[src/common/acfg_consts.svh]
`ifndef ACFG_CONSTS_SVH
`define ACFG_CONSTS_SVH

// ==========================================================
// register offsets
`define ACFG_OFS_INPUT_SETUP    8'h41
`define ACFG_OFS_ANALOG_GAIN    8'h42
`define ACFG_OFS_DIGITAL_VOLUME 8'h43
`define ACFG_OFS_GAIN_TRIM      8'h44

// ==========================================================
// reset values
`define ACFG_RST_INPUT_SETUP    8'h00
`define ACFG_RST_ANALOG_GAIN    8'h00
`define ACFG_RST_DIGITAL_VOLUME 8'hC9
`define ACFG_RST_GAIN_TRIM      8'h80

// ==========================================================
// input setup fields
`define ACFG_BIT_LINE_NOT_MIC   7
`define ACFG_SRC_HI             6
`define ACFG_SRC_LO             5
`define ACFG_BIT_DIRECT_COUPLE  4
`define ACFG_IMP_HI             3
`define ACFG_IMP_LO             2
`define ACFG_BIT_SETUP_RSVD     1
`define ACFG_BIT_DYN_ENABLE     0

// writable masks, reserved bits stay zero
`define ACFG_MASK_INPUT_SETUP   8'hFD
`define ACFG_MASK_GAIN_TRIM     8'hF0

// ==========================================================
// analog gain fields
`define ACFG_GAIN_HI            7
`define ACFG_GAIN_LO            1
`define ACFG_BIT_GAIN_NEG       0
`define ACFG_GAIN_MAX_CODE      7'h54
`define ACFG_GAIN_NEG_MAX_CODE  7'h16

// ==========================================================
// volume and trim fields
`define ACFG_VOL_MUTE_CODE      8'h00
`define ACFG_VOL_UNITY_CODE     9'h0C9
`define ACFG_TRIM_HI            7
`define ACFG_TRIM_LO            4
`define ACFG_TRIM_UNITY_CODE    5'h08

`endif

[src/common/acfg_pkg.sv]
package acfg_pkg;

    typedef enum logic [1:0] {
        acfg_src_analog_diff   = 2'h0,
        acfg_src_analog_single = 2'h1,
        acfg_src_pdm_mic       = 2'h2,
        acfg_src_reserved      = 2'h3
    } acfg_source_type;

    typedef enum logic [1:0] {
        acfg_imp_2k5      = 2'h0,
        acfg_imp_10k      = 2'h1,
        acfg_imp_20k      = 2'h2,
        acfg_imp_reserved = 2'h3
    } acfg_impedance_type;

endpackage : acfg_pkg

[src/logic/acfg_level_map.sv]
`timescale 1ns/1ns
`include "acfg_consts.svh"

module acfg_level_map (
    // clock and reset
    input  wire logic              mclk,
    input  wire logic              rst_n,
    // raw codes
    input  wire logic [6:0]        gain_code,
    input  wire logic              gain_negative,
    input  wire logic              negative_allowed,
    input  wire logic [7:0]        volume_code,
    input  wire logic [3:0]        trim_code,
    // mapped levels
    output logic signed [7:0]      gain_half_db,
    output logic                   volume_muted,
    output logic signed [8:0]      volume_half_db,
    output logic signed [4:0]      trim_tenth_db
);

    logic [6:0] gain_clamped;

    // reserved codes clamp at the top of the range, never wrap
    always_comb begin
        if (gain_code > `ACFG_GAIN_MAX_CODE) begin
            gain_clamped = `ACFG_GAIN_MAX_CODE;
        end else begin
            gain_clamped = gain_code;
        end
    end

    always_ff @(posedge mclk) begin
        if (!rst_n) begin
            gain_half_db <= 8'sh00;
        end else if (gain_negative && negative_allowed) begin
            if (gain_clamped > `ACFG_GAIN_NEG_MAX_CODE) begin
                gain_half_db <= -$signed({1'b0, `ACFG_GAIN_NEG_MAX_CODE});
            end else begin
                gain_half_db <= -$signed({1'b0, gain_clamped});
            end
        end else begin
            gain_half_db <= $signed({1'b0, gain_clamped});
        end
    end

    always_ff @(posedge mclk) begin
        if (!rst_n) begin
            volume_muted   <= 1'b0;
            volume_half_db <= 9'sh000;
        end else begin
            volume_muted   <= (volume_code == `ACFG_VOL_MUTE_CODE);
            volume_half_db <= $signed({1'b0, volume_code} - `ACFG_VOL_UNITY_CODE);
        end
    end

    always_ff @(posedge mclk) begin
        if (!rst_n) begin
            trim_tenth_db <= 5'sh00;
        end else begin
            trim_tenth_db <= $signed({1'b0, trim_code} - `ACFG_TRIM_UNITY_CODE);
        end
    end

endmodule : acfg_level_map

[src/logic/acfg_chan2_regs.sv]
`timescale 1ns/1ns
`include "acfg_consts.svh"

// Functional notes
// - Bit 7 of the input setup byte picks microphone (0) or line (1) input.
// - Bits 6:5 pick analog differential, analog single-ended or PDM mic; 3 is reserved.
// - Bit 4 picks AC (0) or DC (1) coupling and matters only for analog sources.
// - Bits 3:2 pick 2.5k, 10k or 20k input impedance; 3 is reserved.
// - Reserved bits read as zero and software writes only zero to them.
// - Bit 0 enables dynamics processing, the function picked by the global select bit.
// - The 7-bit gain code sets 0 dB to 42 dB over codes 0 to 84; higher codes are reserved.
// - The gain sign bit makes gain negative, down to -11 dB, only at 10k or 20k impedance.
// - Volume code 0 mutes, 1 is -100 dB, 201 is 0 dB, 255 is +27 dB, reset is 201.
// - Trim code 0 is -0.8 dB, 8 is 0 dB and the reset, 15 is +0.7 dB.

module acfg_chan2_regs (
    // clock and reset
    input  wire logic                      mclk,
    input  wire logic                      rst_n,
    // register port of the control interface
    input  wire logic [7:0]                reg_addr,
    input  wire logic                      reg_wr_en,
    input  wire logic [7:0]                reg_wr_data,
    input  wire logic                      reg_rd_en,
    output logic [7:0]                     reg_rd_data,
    output logic                           reg_rd_valid,
    // global dynamics function select bit
    input  wire logic                      dynamics_function_select,
    // channel settings
    output logic                           chan2_line_not_mic,
    output acfg_pkg::acfg_source_type      chan2_source_select,
    output logic                           chan2_direct_coupling,
    output acfg_pkg::acfg_impedance_type   chan2_impedance_select,
    output logic                           chan2_dynamics_enable,
    output logic [6:0]                     chan2_gain_code,
    output logic                           chan2_gain_negative,
    output logic [7:0]                     chan2_volume_code,
    output logic [3:0]                     chan2_gain_trim_code,
    // derived controls
    output logic                           analog_path_on,
    output logic                           pdm_path_on,
    output logic                           enhancer_path_on,
    output logic                           alternate_dyn_on,
    output logic                           setting_fault,
    // mapped levels
    output logic signed [7:0]              gain_half_db,
    output logic                           volume_muted,
    output logic signed [8:0]              volume_half_db,
    output logic signed [4:0]              trim_tenth_db
);

    // ==========================================================
    // helpers
    function automatic logic is_analog(input logic [1:0] src);
        is_analog = (src == acfg_pkg::acfg_src_analog_diff) ||
                    (src == acfg_pkg::acfg_src_analog_single);
    endfunction : is_analog

    function automatic logic is_hit(input logic [7:0] addr, input logic [7:0] ofs);
        is_hit = (addr == ofs);
    endfunction : is_hit

    // ==========================================================
    // storage
    logic [7:0] chan2_input_setup;
    logic [7:0] chan2_analog_gain;
    logic [7:0] chan2_digital_volume;
    logic [7:0] chan2_gain_trim;
    logic       negative_allowed;

    // reserved bits are masked on write so they can never read back set
    always_ff @(posedge mclk) begin
        if (!rst_n) begin
            chan2_input_setup <= `ACFG_RST_INPUT_SETUP;
        end else if (reg_wr_en && is_hit(reg_addr, `ACFG_OFS_INPUT_SETUP)) begin
            chan2_input_setup <= reg_wr_data & `ACFG_MASK_INPUT_SETUP;
        end
    end

    always_ff @(posedge mclk) begin
        if (!rst_n) begin
            chan2_analog_gain <= `ACFG_RST_ANALOG_GAIN;
        end else if (reg_wr_en && is_hit(reg_addr, `ACFG_OFS_ANALOG_GAIN)) begin
            chan2_analog_gain <= reg_wr_data;
        end
    end

    always_ff @(posedge mclk) begin
        if (!rst_n) begin
            chan2_digital_volume <= `ACFG_RST_DIGITAL_VOLUME;
        end else if (reg_wr_en && is_hit(reg_addr, `ACFG_OFS_DIGITAL_VOLUME)) begin
            chan2_digital_volume <= reg_wr_data;
        end
    end

    always_ff @(posedge mclk) begin
        if (!rst_n) begin
            chan2_gain_trim <= `ACFG_RST_GAIN_TRIM;
        end else if (reg_wr_en && is_hit(reg_addr, `ACFG_OFS_GAIN_TRIM)) begin
            chan2_gain_trim <= reg_wr_data & `ACFG_MASK_GAIN_TRIM;
        end
    end

    // ==========================================================
    // read port: one cycle latency, unmapped offsets read zero
    always_ff @(posedge mclk) begin
        if (!rst_n) begin
            reg_rd_data  <= 8'h00;
            reg_rd_valid <= 1'b0;
        end else begin
            reg_rd_valid <= reg_rd_en;
            if (!reg_rd_en) begin
                reg_rd_data <= 8'h00;
            end else if (is_hit(reg_addr, `ACFG_OFS_INPUT_SETUP)) begin
                reg_rd_data <= chan2_input_setup;
            end else if (is_hit(reg_addr, `ACFG_OFS_ANALOG_GAIN)) begin
                reg_rd_data <= chan2_analog_gain;
            end else if (is_hit(reg_addr, `ACFG_OFS_DIGITAL_VOLUME)) begin
                reg_rd_data <= chan2_digital_volume;
            end else if (is_hit(reg_addr, `ACFG_OFS_GAIN_TRIM)) begin
                reg_rd_data <= chan2_gain_trim;
            end else begin
                reg_rd_data <= 8'h00;
            end
        end
    end

    // ==========================================================
    // field outputs, registered copies of the stored bytes, except coupling, which is gated to analog sources
    always_ff @(posedge mclk) begin
        if (!rst_n) begin
            chan2_line_not_mic     <= 1'b0;
            chan2_source_select    <= acfg_pkg::acfg_src_analog_diff;
            chan2_direct_coupling  <= 1'b0;
            chan2_impedance_select <= acfg_pkg::acfg_imp_2k5;
            chan2_dynamics_enable  <= 1'b0;
            chan2_gain_code        <= 7'h00;
            chan2_gain_negative    <= 1'b0;
            chan2_volume_code      <= `ACFG_RST_DIGITAL_VOLUME;
            chan2_gain_trim_code   <= 4'(`ACFG_RST_GAIN_TRIM >> `ACFG_TRIM_LO);
        end else begin
            chan2_line_not_mic     <= chan2_input_setup[`ACFG_BIT_LINE_NOT_MIC];
            chan2_source_select    <= acfg_pkg::acfg_source_type'(
                chan2_input_setup[`ACFG_SRC_HI:`ACFG_SRC_LO]);
            // coupling only means something on an analog input
            chan2_direct_coupling  <= chan2_input_setup[`ACFG_BIT_DIRECT_COUPLE] &
                is_analog(chan2_input_setup[`ACFG_SRC_HI:`ACFG_SRC_LO]);
            chan2_impedance_select <= acfg_pkg::acfg_impedance_type'(
                chan2_input_setup[`ACFG_IMP_HI:`ACFG_IMP_LO]);
            chan2_dynamics_enable  <= chan2_input_setup[`ACFG_BIT_DYN_ENABLE];
            chan2_gain_code        <= chan2_analog_gain[`ACFG_GAIN_HI:`ACFG_GAIN_LO];
            chan2_gain_negative    <= chan2_analog_gain[`ACFG_BIT_GAIN_NEG];
            chan2_volume_code      <= chan2_digital_volume;
            chan2_gain_trim_code   <= chan2_gain_trim[`ACFG_TRIM_HI:`ACFG_TRIM_LO];
        end
    end

    // ==========================================================
    // derived controls
    // negative gain only at 10k or 20k; elsewhere the sign bit leaves gain positive and sets setting_fault
    assign negative_allowed =
        (chan2_input_setup[`ACFG_IMP_HI:`ACFG_IMP_LO] == acfg_pkg::acfg_imp_10k) ||
        (chan2_input_setup[`ACFG_IMP_HI:`ACFG_IMP_LO] == acfg_pkg::acfg_imp_20k);

    always_ff @(posedge mclk) begin
        if (!rst_n) begin
            analog_path_on   <= 1'b0;
            pdm_path_on      <= 1'b0;
            enhancer_path_on <= 1'b0;
            alternate_dyn_on <= 1'b0;
        end else begin
            // shared pin setup is software's job before these switch
            analog_path_on   <= is_analog(chan2_input_setup[`ACFG_SRC_HI:`ACFG_SRC_LO]);
            pdm_path_on      <= (chan2_input_setup[`ACFG_SRC_HI:`ACFG_SRC_LO] ==
                                 acfg_pkg::acfg_src_pdm_mic);
            enhancer_path_on <= chan2_input_setup[`ACFG_BIT_DYN_ENABLE] &
                                ~dynamics_function_select;
            alternate_dyn_on <= chan2_input_setup[`ACFG_BIT_DYN_ENABLE] &
                                dynamics_function_select;
        end
    end

    // reserved codes are flagged, not blocked, so software can see its mistake
    always_ff @(posedge mclk) begin
        if (!rst_n) begin
            setting_fault <= 1'b0;
        end else begin
            setting_fault <=
                (chan2_input_setup[`ACFG_SRC_HI:`ACFG_SRC_LO] == acfg_pkg::acfg_src_reserved) ||
                (chan2_input_setup[`ACFG_IMP_HI:`ACFG_IMP_LO] == acfg_pkg::acfg_imp_reserved) ||
                (chan2_analog_gain[`ACFG_GAIN_HI:`ACFG_GAIN_LO] > `ACFG_GAIN_MAX_CODE) ||
                (chan2_analog_gain[`ACFG_BIT_GAIN_NEG] && !negative_allowed);
        end
    end

    // ==========================================================
    // level mapping
    acfg_level_map u_level_map (
        .mclk             (mclk),
        .rst_n            (rst_n),
        .gain_code        (chan2_analog_gain[`ACFG_GAIN_HI:`ACFG_GAIN_LO]),
        .gain_negative    (chan2_analog_gain[`ACFG_BIT_GAIN_NEG]),
        .negative_allowed (negative_allowed),
        .volume_code      (chan2_digital_volume),
        .trim_code        (chan2_gain_trim[`ACFG_TRIM_HI:`ACFG_TRIM_LO]),
        .gain_half_db     (gain_half_db),
        .volume_muted     (volume_muted),
        .volume_half_db   (volume_half_db),
        .trim_tenth_db    (trim_tenth_db)
    );

endmodule : acfg_chan2_regs

[config.mk]
export PLATFORM = sky130hd
export DESIGN_NAME = acfg_chan2_regs
export DESIGN_NICKNAME = d
export VERILOG_FILES = /design/src/common/acfg_pkg.sv /design/src/logic/acfg_level_map.sv /design/src/logic/acfg_chan2_regs.sv
export VERILOG_INCLUDE_DIRS = /design/src /design/src/common
export SDC_FILE = /design/constraint.sdc
export NUM_CORES = 1
export LEC_CHECK = 0
export BUFFER_PORTS_ARGS = -buffer_cell sky130_fd_sc_hd__buf_2
export CAP_MARGIN = 20
export CORE_MARGIN = 4
export CORE_UTILIZATION = 52
export CTS_CLUSTER_DIAMETER = 40
export DETAILED_ROUTE_END_ITERATION = 7
export PLACE_DENSITY = 0.9
export SYNTH_ARGS = -nofsm -noshare
export SYNTH_HDL_FRONTEND = slang
export SYNTH_SLANG_ARGS = --single-unit
[constraint.sdc]
create_clock -name mclk -period 2.7 [get_ports mclk]
set_input_delay 0.405 -clock mclk [delete_from_list [all_inputs] [get_ports mclk]]
set_output_delay 0.405 -clock mclk [all_outputs]
set_load 0.02 [all_outputs]
==> After elaboration in Yosys (flattened, before gate mapping) <==
Cells that the tools add are included.
{ "totals": {"reg_bits": 91, "elab_cells": 70, "inputBits": 21} }
{ "classes": {"n_reduce_logical": 17, "n_lt_le_gt_ge": 2, "muxes": 7, "eq_ne": 10, "bitwise_logic": 5, "addsub": 3} }
{ "ops": {"columns": ["op", "n"], "rows": [
  ["$mux 8", 5],
  ["$eq 8x7->1 const B", 4],
  ["$mux 7", 2],
  ["$sub 8x8->9 const B", 1],
  ["$eq 2x2->1 const B", 4],
  ["$logic_not 8->1", 1],
  ["$neg 7->8", 1],
  ["$gt 7x5->1 const B", 1],
  ["$gt 7x7->1 const B", 1],
  ["$logic_and 1x1->1", 6],
  ["$logic_or 1x1->1", 5],
  ["$sub 4x4->5 const B", 1],
  ["$eq 2x1->1 const B", 2],
  ["$reduce_and 2->1", 2],
  ["$and 1x1->1", 3],
  ["$logic_not 2->1", 1],
  ["$not 1->1", 2],
  ["$reduce_or 2->1", 1],
  ["$logic_not 1->1", 1]
]} }

==> Longest topological paths before layout <==
Gate-level depths: netlist of the first run.
{ "logic_depth": {"ltp_word": 5, "mapped_depth": 10, "ltp_nobuf": 9} }

==> Modules after synthesis <==
A second synthesis of the first run with hierarchy kept.
{ "hier_totals": {"hier_cells": 330, "area_unflattened_um2": 3340.7} }
{ "by_module_without_submodules": {"columns": ["module", "instances", "cells_each", "area_each_um2", "seq_area_each_um2"], "rows": [
  ["acfg_chan2_regs", 1, 227, 2403.6, 1361.3],
  ["acfg_level_map", 1, 103, 937.1, 440.4]
]} }

==> Worst setup path after synthesis of the first run <==
OpenSTA, ideal clock, no wires.
{ "synth_path": {"path_type": "reg-to-reg", "startpoint": "register chan2_analog_gain[5]", "endpoint": "register u_level_map.gain_half_db[3]", "arrival_time_ps": 1905, "setup_ps": 103, "required_time_ps": 2597, "path_stages_with_launch": 10, "synth_period_minus_slack_ps": 2009, "setup_slack_ps": 691, "path_buffers": 1, "path_cell_list": "dfxtp_1 buf_2 o21a_1 o21ai_0 nand2_1 ha_1 nand4b_1 nand3_1 and4b_1 a2111oi_2"} }
{ "synth_between": {"elab_chain_len": 5} }
{ "synth_lines": {"columns": ["item", "line", "rtl"], "rows": [
  ["start: declaration", "acfg_chan2_regs.sv:66", "logic [7:0] chan2_analog_gain;"],
  ["start signal: assignment", "acfg_chan2_regs.sv:82", "chan2_analog_gain <= `ACFG_RST_ANALOG_GAIN;"],
  ["start signal: assignment", "acfg_chan2_regs.sv:84", "chan2_analog_gain <= reg_wr_data;"],
  ["$gt 7x7->1 (no line)", null, null],
  ["$mux 7 *", "acfg_level_map.sv:25", "if (gain_code > `ACFG_GAIN_MAX_CODE) begin"],
  ["$neg 7->8 / $gt 7x5->1 (equally long branches)", null, null],
  ["$mux 8", "acfg_level_map.sv:36", "if (gain_clamped > `ACFG_GAIN_NEG_MAX_CODE) begin"],
  ["$mux 7 *", "acfg_level_map.sv:35", "end else if (gain_negative && negative_allowed) begin"],
  ["end signal: assignment", "acfg_level_map.sv:37", "gain_half_db <= -$signed({1'b0, `ACFG_GAIN_NEG_MAX_CODE});"],
  ["end signal: assignment", "acfg_level_map.sv:39", "gain_half_db <= -$signed({1'b0, gain_clamped});"],
  ["end signal: assignment", "acfg_level_map.sv:42", "gain_half_db <= $signed({1'b0, gain_clamped});"],
  ["end: declaration", "acfg_level_map.sv:15", "output logic signed [7:0] gain_half_db,"]
]} }
Every way passes the cells marked *; elsewhere a longest branch is shown, timed or not.
A chain may end at the register's enable or synchronous reset.

==> Final worst setup path of the first run <==
Same ends and word-level chain as after synthesis.

==> metrics.csv, run 1 <==
stage;metric;value;unit
sta;drv_slew;0;
synth;synth-main-ff-cell;dfxtp_1;
sta;finalCritPeriodShare;87.99;%
worst_setup_path;endpoint_kind;flop;
synth;synth.net_count;351;
routing;drt-pass1-iter-count;4;
synth;netlist_area;0.003211;sq mm
synth;synth_edf_count;0;
worst_setup_path;max_stage_delay;0.60;ns
sta;fmax;420.9;MHz
worst_hold_path;worstHoldPathType;in2reg;
clocking;tritoncts;yes;
worst_setup_path;slowest_stage;dfxtp_1;
die;rows;28;
run;maxCapViolCount;0;
clocking;cts_max_path_buffers;2;
routing;post-route-drc-count;0;
clocking;cts_hold_buf;0;
grt;grt_max_degree;25;
cells_and_area;fill_cells;524;
placed_design;post-dp-hpwl;5701;um
die;io_pins;85;
routing;wl;7655;um
sta;maxSlewHeadroom;59.39;%
sta;setup_viol;0;
cells_and_area;diodes;0;
power_and_ir_drop;vdd_ir_drop_max;0.3993;mV
grt;grt_pass1_wl;12150;um
die;core-area;0.005956;sq mm
synth;ys_seq_area_share;54.25;%
clocking;cts-root-buf;clkbuf_8;
power_and_ir_drop;power_density;610.9;mW/mm^2
die;initial_core_util;53.91;%
clocking;cts_setup_buffers;0;
grt;grt_pass1_vias;2551;
synth;synth_area_leaders;dfxtp_1 (54%), nand2_1 (5.8%), mux2i_1 (3.7%);
clocking;cts_sinks;87;
synth;synth_cells;326;
sta;worst_pin_slew;0.6085;ns
routing;ant_nets;0;
synth;synth.avg_cell_area;9.848;sq um
power_and_ir_drop;p_leak;1.910;nW
die;die_h;86.58;um
worst_setup_path;critPathMaxFanout;11;
clocking;numCtsBuffers;9;
die;die_w;86.58;um
grt;grt.overflow.total;0;
placed_design;place.gp.congestion;0.9475;
clocking;cts_resized;0;
clocking;cts_max_level;3;
routing;drtIter0Drc;121;
sta;final_hold_viol_count;0;
grt;antenna_found_initial;0;
sta;fin_tns_setup;0;ns
worst_setup_path;cp-start-kind;flop;
cells_and_area;area_delta_synth_final;19.84;%
cells_and_area;nNetsFinal;429;
synth;synth-async-reset-ratio;0;%
sta;timing.final.crit_period;2.376;ns
power_and_ir_drop;total_power;2.350;mW
synth;synth_top_area_share;54.25;%
worst_setup_path;worst_ep_arrival_time;2.63;ns
synth;ys_ff_latch;87;
clocking;clkTransAtPathRegs;0.08;ns
worst_setup_path;cp.required;2.96;ns
synth;synth_warnings;0;
routing;viasPerCell;5.324;
worst_setup_path;worstSetupPathType;reg2reg;
synth;yosysUniqueCellTypes;47;
synth;synth_top_area_cell;dfxtp_1;
worst_setup_path;path_cells;o21a_1 > o21ai_0 > nand2_1 > inv_1 > ha_1 > nand4b_1 > nand3_1 > and4b_1 > a2111oi_2;
routing;vias;2577;
clocking;clock_latency;0.36;ns
placed_design;portBuffers;84;
die;dieArea;0.007495;sq mm
sta;rsz0062_at_grt;false;
cells_and_area;multi_input_area;0.001290;sq mm
cells_and_area;drive_above_1_share;27.38;%
run_status;status;finished clean;
routing;wl_per_cell;15.82;um
cells_and_area;seqCellArea;0.001742;sq mm
sta;fin_worst_skew;0.008634;ns
grt;grt_util_all_layers;21.13;%
-- sequential cells by signal, summed over array words and instances (netlist names), 4 cells and up --
name / count
chan2_analog_gain: 8
chan2_digital_volume: 8
chan2_gain_code: 7
chan2_gain_trim: 4
chan2_gain_trim_code: 4
chan2_input_setup: 7
chan2_volume_code: 8
reg_rd_data: 8
u_level_map.gain_half_db: 8
u_level_map.volume_half_db: 9
-- critical path: cells and delay by family (launching register included) --
family	cells	cell delay (ns)
fa+ha+maj	1	0.18
buf+inv	1	0.06
simple gates	4	0.87
compound gates	3	0.57
flops	1	0.60
-- cells in the final DEF, fill, tap and decap left out, types with 3 or more instances in the layout --
cell      instances
o21a_1            3
and2_1           13
nand4b_1          4
o21ai_0          19
nor2_1           21
ha_1              4
a41oi_1           4
o211a_1           4
a21oi_1           5
nand2_1          50
a22oi_1           7
mux2_2            3
inv_1            18
mux2i_1          12
xnor2_1           3
dfxtp_1          87
clkbuf_8          9
nor3_1            4
buf_2            84
nand2b_1         12
-- report_power, final --
group / total [mW] / internal [mW] / switching (mW) / leakage, nW
Sequential: 1.29 / 1.28 / 0.00116 / 0.702
Combinational: 0.0768 / 0.0269 / 0.0499 / 1.10
Clock: 0.988 / 0.524 / 0.464 / 0.110
-- final timing paths --
check	slack (ns)	start	depth (start not counted)	endpoint
hold reg to reg	0.50	chan2_gain_trim[7]$_SDFFE_PN1P_	1	chan2_gain_trim_code[3]$_SDFF_PN1_
setup / recovery	0.32	chan2_analog_gain[5]$_SDFFE_PN0P_	9	u_level_map.gain_half_db[3]$_SDFF_PN0_
hold / removal	0.21	dynamics_function_select	2	enhancer_path_on$_SDFF_PN0_
setup reg to reg	0.32	chan2_analog_gain[5]$_SDFFE_PN0P_	9	u_level_map.gain_half_db[3]$_SDFF_PN0_
-- kinds of logic after synthesis --
kind of cell	count (synthesis)	synth area share, %
XOR/XNOR	4	1.091
multiplexers	15	4.794
AO/OA/AOI/OAI	57	12.82
buffers and inverters	37	5.573
AND/OR/NAND/NOR	122	19.91
adder cells (fa/ha/maj)	4	1.559
flip-flops	87	54.25
-- metrics by stage --
stage                     util [%]  instance area, sq um  setup slack [ns]  hold WS, ns  instances
after floorplan                  -                  3211            0.6912       0.4215        326
after global placement       60.92                  3628            0.4397       0.4604        468
after detailed placement     60.92                  3628            0.3838       0.4779        468
after CTS                    64.60                  3847            0.3504       0.2014        484
after global routing         64.60                  3847            0.1806       0.2125        484
final                        64.60                  3847            0.3243       0.2127        484
-- final cells by class --
cell class                      count  share of cell area [%]
Clock buffer                        9                   3.220
Clock inverter                      7                   2.472
Inverter                           18                   1.756
Multi-Input combinational cell    202                   33.53
Sequential cell                    87                   45.27
Tap cell                           75                   2.439
Timing Repair Buffer               86                   11.32
-- per-layer routing --
metal | vias to the layer above | GRT usage [%] | wire, um | part of all wire [%]
met5 | - | 0 | 0 | 0
met4 | 0 | 8.782 | 181 | 2.4
met3 | 21 | 5.513 | 535 | 7.0
met2 | 94 | 35.40 | 3787 | 49
met1 | 1208 | 25.72 | 3151 | 41
li1 | 1254 | - | - | -
-- Yosys cell counts, types with 4 or more instances --
library cell / count
nor2_1: 21
o21ai_0: 19
dfxtp_1: 87
mux2i_1: 12
nand4b_1: 4
clkbuf_1: 7
o211a_1: 4
buf_4: 5
and2_1: 13
a21oi_1: 5
inv_1: 18
a22oi_1: 7
nor3_1: 4
nand2b_1: 12
a41oi_1: 4
nand2_1: 50
ha_1: 4
buf_2: 5
No activity file was read; power rests on OpenSTA's default activity.
==> run 2, diff against run 1 <==
- CELL_PAD_IN_SITES_DETAIL_PLACEMENT: unset -> 2
- CELL_PAD_IN_SITES_GLOBAL_PLACEMENT: unset -> 2
- CORE_UTILIZATION: 52 -> 31
- PLACE_DENSITY: 0.9 -> 0.74
==> run 2 against run 1 <==
  * Register-to-register slack gained 0.05 ns
  * Clock skew grew 0.0048 ns
  * Flip-flop and latch count is the same
  * First-iteration DRC count shrank 48%
  * Count of clock-buffer cells in the layout grew 2
  * Critical endpoint unchanged
  * Fmax grew 1.9%
  * Global-route usage shrank 3.9 points
  * Sequential share of layout area shrank 0.72 points
  * Critical path depth shrank 1
==> metrics.csv, run 2 (synthesis results as in run 1) <==
stage;metric;value;unit
placed_design;portBuffers;84;
clocking;cts_sinks;87;
grt;grt.overflow.total;0;
placed_design;post-dp-hpwl;7365;um
worst_setup_path;path_cells;o21a_1 > o21ai_0 > nand2_1 > ha_1 > nand4b_1 > nand3_1 > and4b_1 > a2111oi_2;
sta;rsz0062_at_grt;false;
clocking;numCtsBuffers;9;
sta;final_hold_viol_count;0;
worst_setup_path;cp.required;2.96;ns
clocking;cts-root-buf;clkbuf_8;
die;dieArea;0.01205;sq mm
clocking;tritoncts;yes;
worst_setup_path;r2r_start;chan2_analog_gain[3]$_SDFFE_PN0P_;
die;io_pins;85;
cells_and_area;largest_reg_flops;9;
run;maxCapViolCount;0;
sta;drv_slew;0;
clocking;cts_max_level;3;
cells_and_area;drive_above_1_share;27.43;%
clocking;clock_latency;0.35;ns
sta;fmax;429.1;MHz
worst_hold_path;worstHoldEndpoint;enhancer_path_on$_SDFF_PN0_;
worst_setup_path;critPathMaxFanout;7;
die;initial_core_util;32.40;%
power_and_ir_drop;vdd_ir_drop_max;0.2086;mV
routing;post-route-drc-count;0;
clocking;cts_resized;0;
worst_setup_path;worstSetupPathType;reg2reg;
cells_and_area;final_common_cell;dfxtp_1;
worst_setup_path;slowest_stage;dfxtp_1;
worst_setup_path;reg2reg_depth;8;
worst_setup_path;worst-r2r-setup-slack;0.37;ns
worst_hold_path;worstHoldPathType;in2reg;
worst_setup_path;r2r-end;u_level_map.gain_half_db[3]$_SDFF_PN0_;
cells_and_area;fill_cells;1113;
die;die_h;109.8;um
sta;finalWorstSetupSlack;0.3697;ns
worst_setup_path;max_stage_delay;0.41;ns
die;die_w;109.8;um
routing;drtIter0Drc;63;
cells_and_area;diodes;0;
sta;fin_tns_setup;0;ns
routing;viasPerCell;4.767;
sta;fin_worst_skew;0.01341;ns
worst_setup_path;endpoint_kind;flop;
placed_design;placed_cells;530;
cells_and_area;layout_common_cells;dfxtp_1 (87), buf_2 (84), nand2_1 (50);
die;rows;36;
cells_and_area;layout.cells.non_filler;545;
routing;vias;2598;
cells_and_area;area_delta_synth_final;21.78;%
grt;grt_max_degree;40;
grt;grt_pass1_wl;15440;um
sta;finalCritPeriodShare;86.31;%
cells_and_area;nNetsFinal;433;
sta;timing.final.crit_period;2.330;ns
power_and_ir_drop;p_leak;1.911;nW
routing;ant_nets;0;
grt;antenna_found_initial;0;
clocking;cts_setup_buffers;0;
cells_and_area;top_register;u_level_map.volume_half_db;
clocking;clkTransAtPathRegs;0.09;ns
worst_setup_path;cp-start-kind;flop;
routing;wl_per_cell;17.78;um
worst_hold_path;hold_start;dynamics_function_select;
worst_setup_path;worst_ep_arrival_time;2.59;ns
worst_hold_path;min_path_cells;2;
clocking;cts_max_path_buffers;2;
sta;maxSlewHeadroom;55.10;%
routing;drt-pass1-iter-count;4;
routing;wl;9691;um
sta;setup_viol;0;
grt;grt_util_all_layers;17.27;%
die;core-area;0.009910;sq mm
placed_design;dp_slack;0.3787;ns
power_and_ir_drop;power_density;570.3;mW/mm^2
clocking;cts_hold_buf;0;
placed_design;place.gp.congestion;0.7794;
sta;worst_pin_slew;0.6728;ns
run_status;status;finished clean;
grt;grt_pass1_vias;2782;
==> run 2: changes by cell type in the layout (fill, tap and decap cells not counted) <==
cell       delta
inv_6         -2
buf_4         +4
clkbuf_1      +2
bufinv_16     -1
==> run 2: area by class of cell <==
class	count	area, sq um	share of cell area [%]
clock buffer	11	131.4	3.360
multi-input combinational	202	1290	32.99
timing repair buffer	90	465.4	11.90
tap	133	166.4	4.256
clock inverter	4	47.55	1.216
inverter	18	67.56	1.728
sequential	87	1742	44.54
==> run 2: how the worst max path moves through the flow <==
stage,startpoint,to,depth (start not counted)
final,chan2_analog_gain[3]$_SDFFE_PN0P_,u_level_map.gain_half_db[3]$_SDFF_PN0_,8
after CTS,chan2_analog_gain[3]$_SDFFE_PN0P_,u_level_map.gain_half_db[3]$_SDFF_PN0_,8
after global placement,chan2_analog_gain[3]$_SDFFE_PN0P_,u_level_map.gain_half_db[3]$_SDFF_PN0_,8
after floorplan,chan2_analog_gain[5]$_SDFFE_PN0P_,u_level_map.gain_half_db[3]$_SDFF_PN0_,9
after global routing,chan2_analog_gain[3]$_SDFFE_PN0P_,u_level_map.gain_half_db[2]$_SDFF_PN0_,9
after detailed placement,chan2_analog_gain[3]$_SDFFE_PN0P_,u_level_map.gain_half_db[3]$_SDFF_PN0_,8
==> run 2: through the flow <==
stage                     hold slack, ns  utilization, %  total power [mW]  cell area, sq um
final                             0.2042           39.46             2.230              3910
after CTS                         0.1836           39.46             2.257              3910
after detailed placement          0.4830           37.65             1.400              3731
after global routing              0.1917           39.46             2.337              3910
after floorplan                   0.4215               -             1.359              3211
after global placement            0.4772           37.65             1.398              3731
==> run 2: worst max-delay path, delay by kind of cell (launching register included) <==
| kind | cells | cell delay [ns] |
|---|---|---|
| AOI/OAI and AO/OA | 3 | 0.79 |
| DFF | 1 | 0.41 |
| adders and majority gates | 1 | 0.19 |
| and+or+nand+nor | 4 | 0.86 |
==> run 2: metal layers <==
| metal | track usage [%] | vias up | share of wire [%] |
|---|---|---|---|
| met5 | 0 | - | 0 |
| met4 | 6.946 | 0 | 1.7 |
| met3 | 2.701 | 12 | 3.4 |
| met2 | 29.29 | 54 | 49 |
| met1 | 21.84 | 1271 | 45 |
| li1 | - | 1261 | - |
==> run 2: where the power goes <==
group,switching (mW),internal (mW)
clock,0.441,0.421
combinational,0.0549,0.0279
sequential,0.00114,1.28
total,0.497,1.73
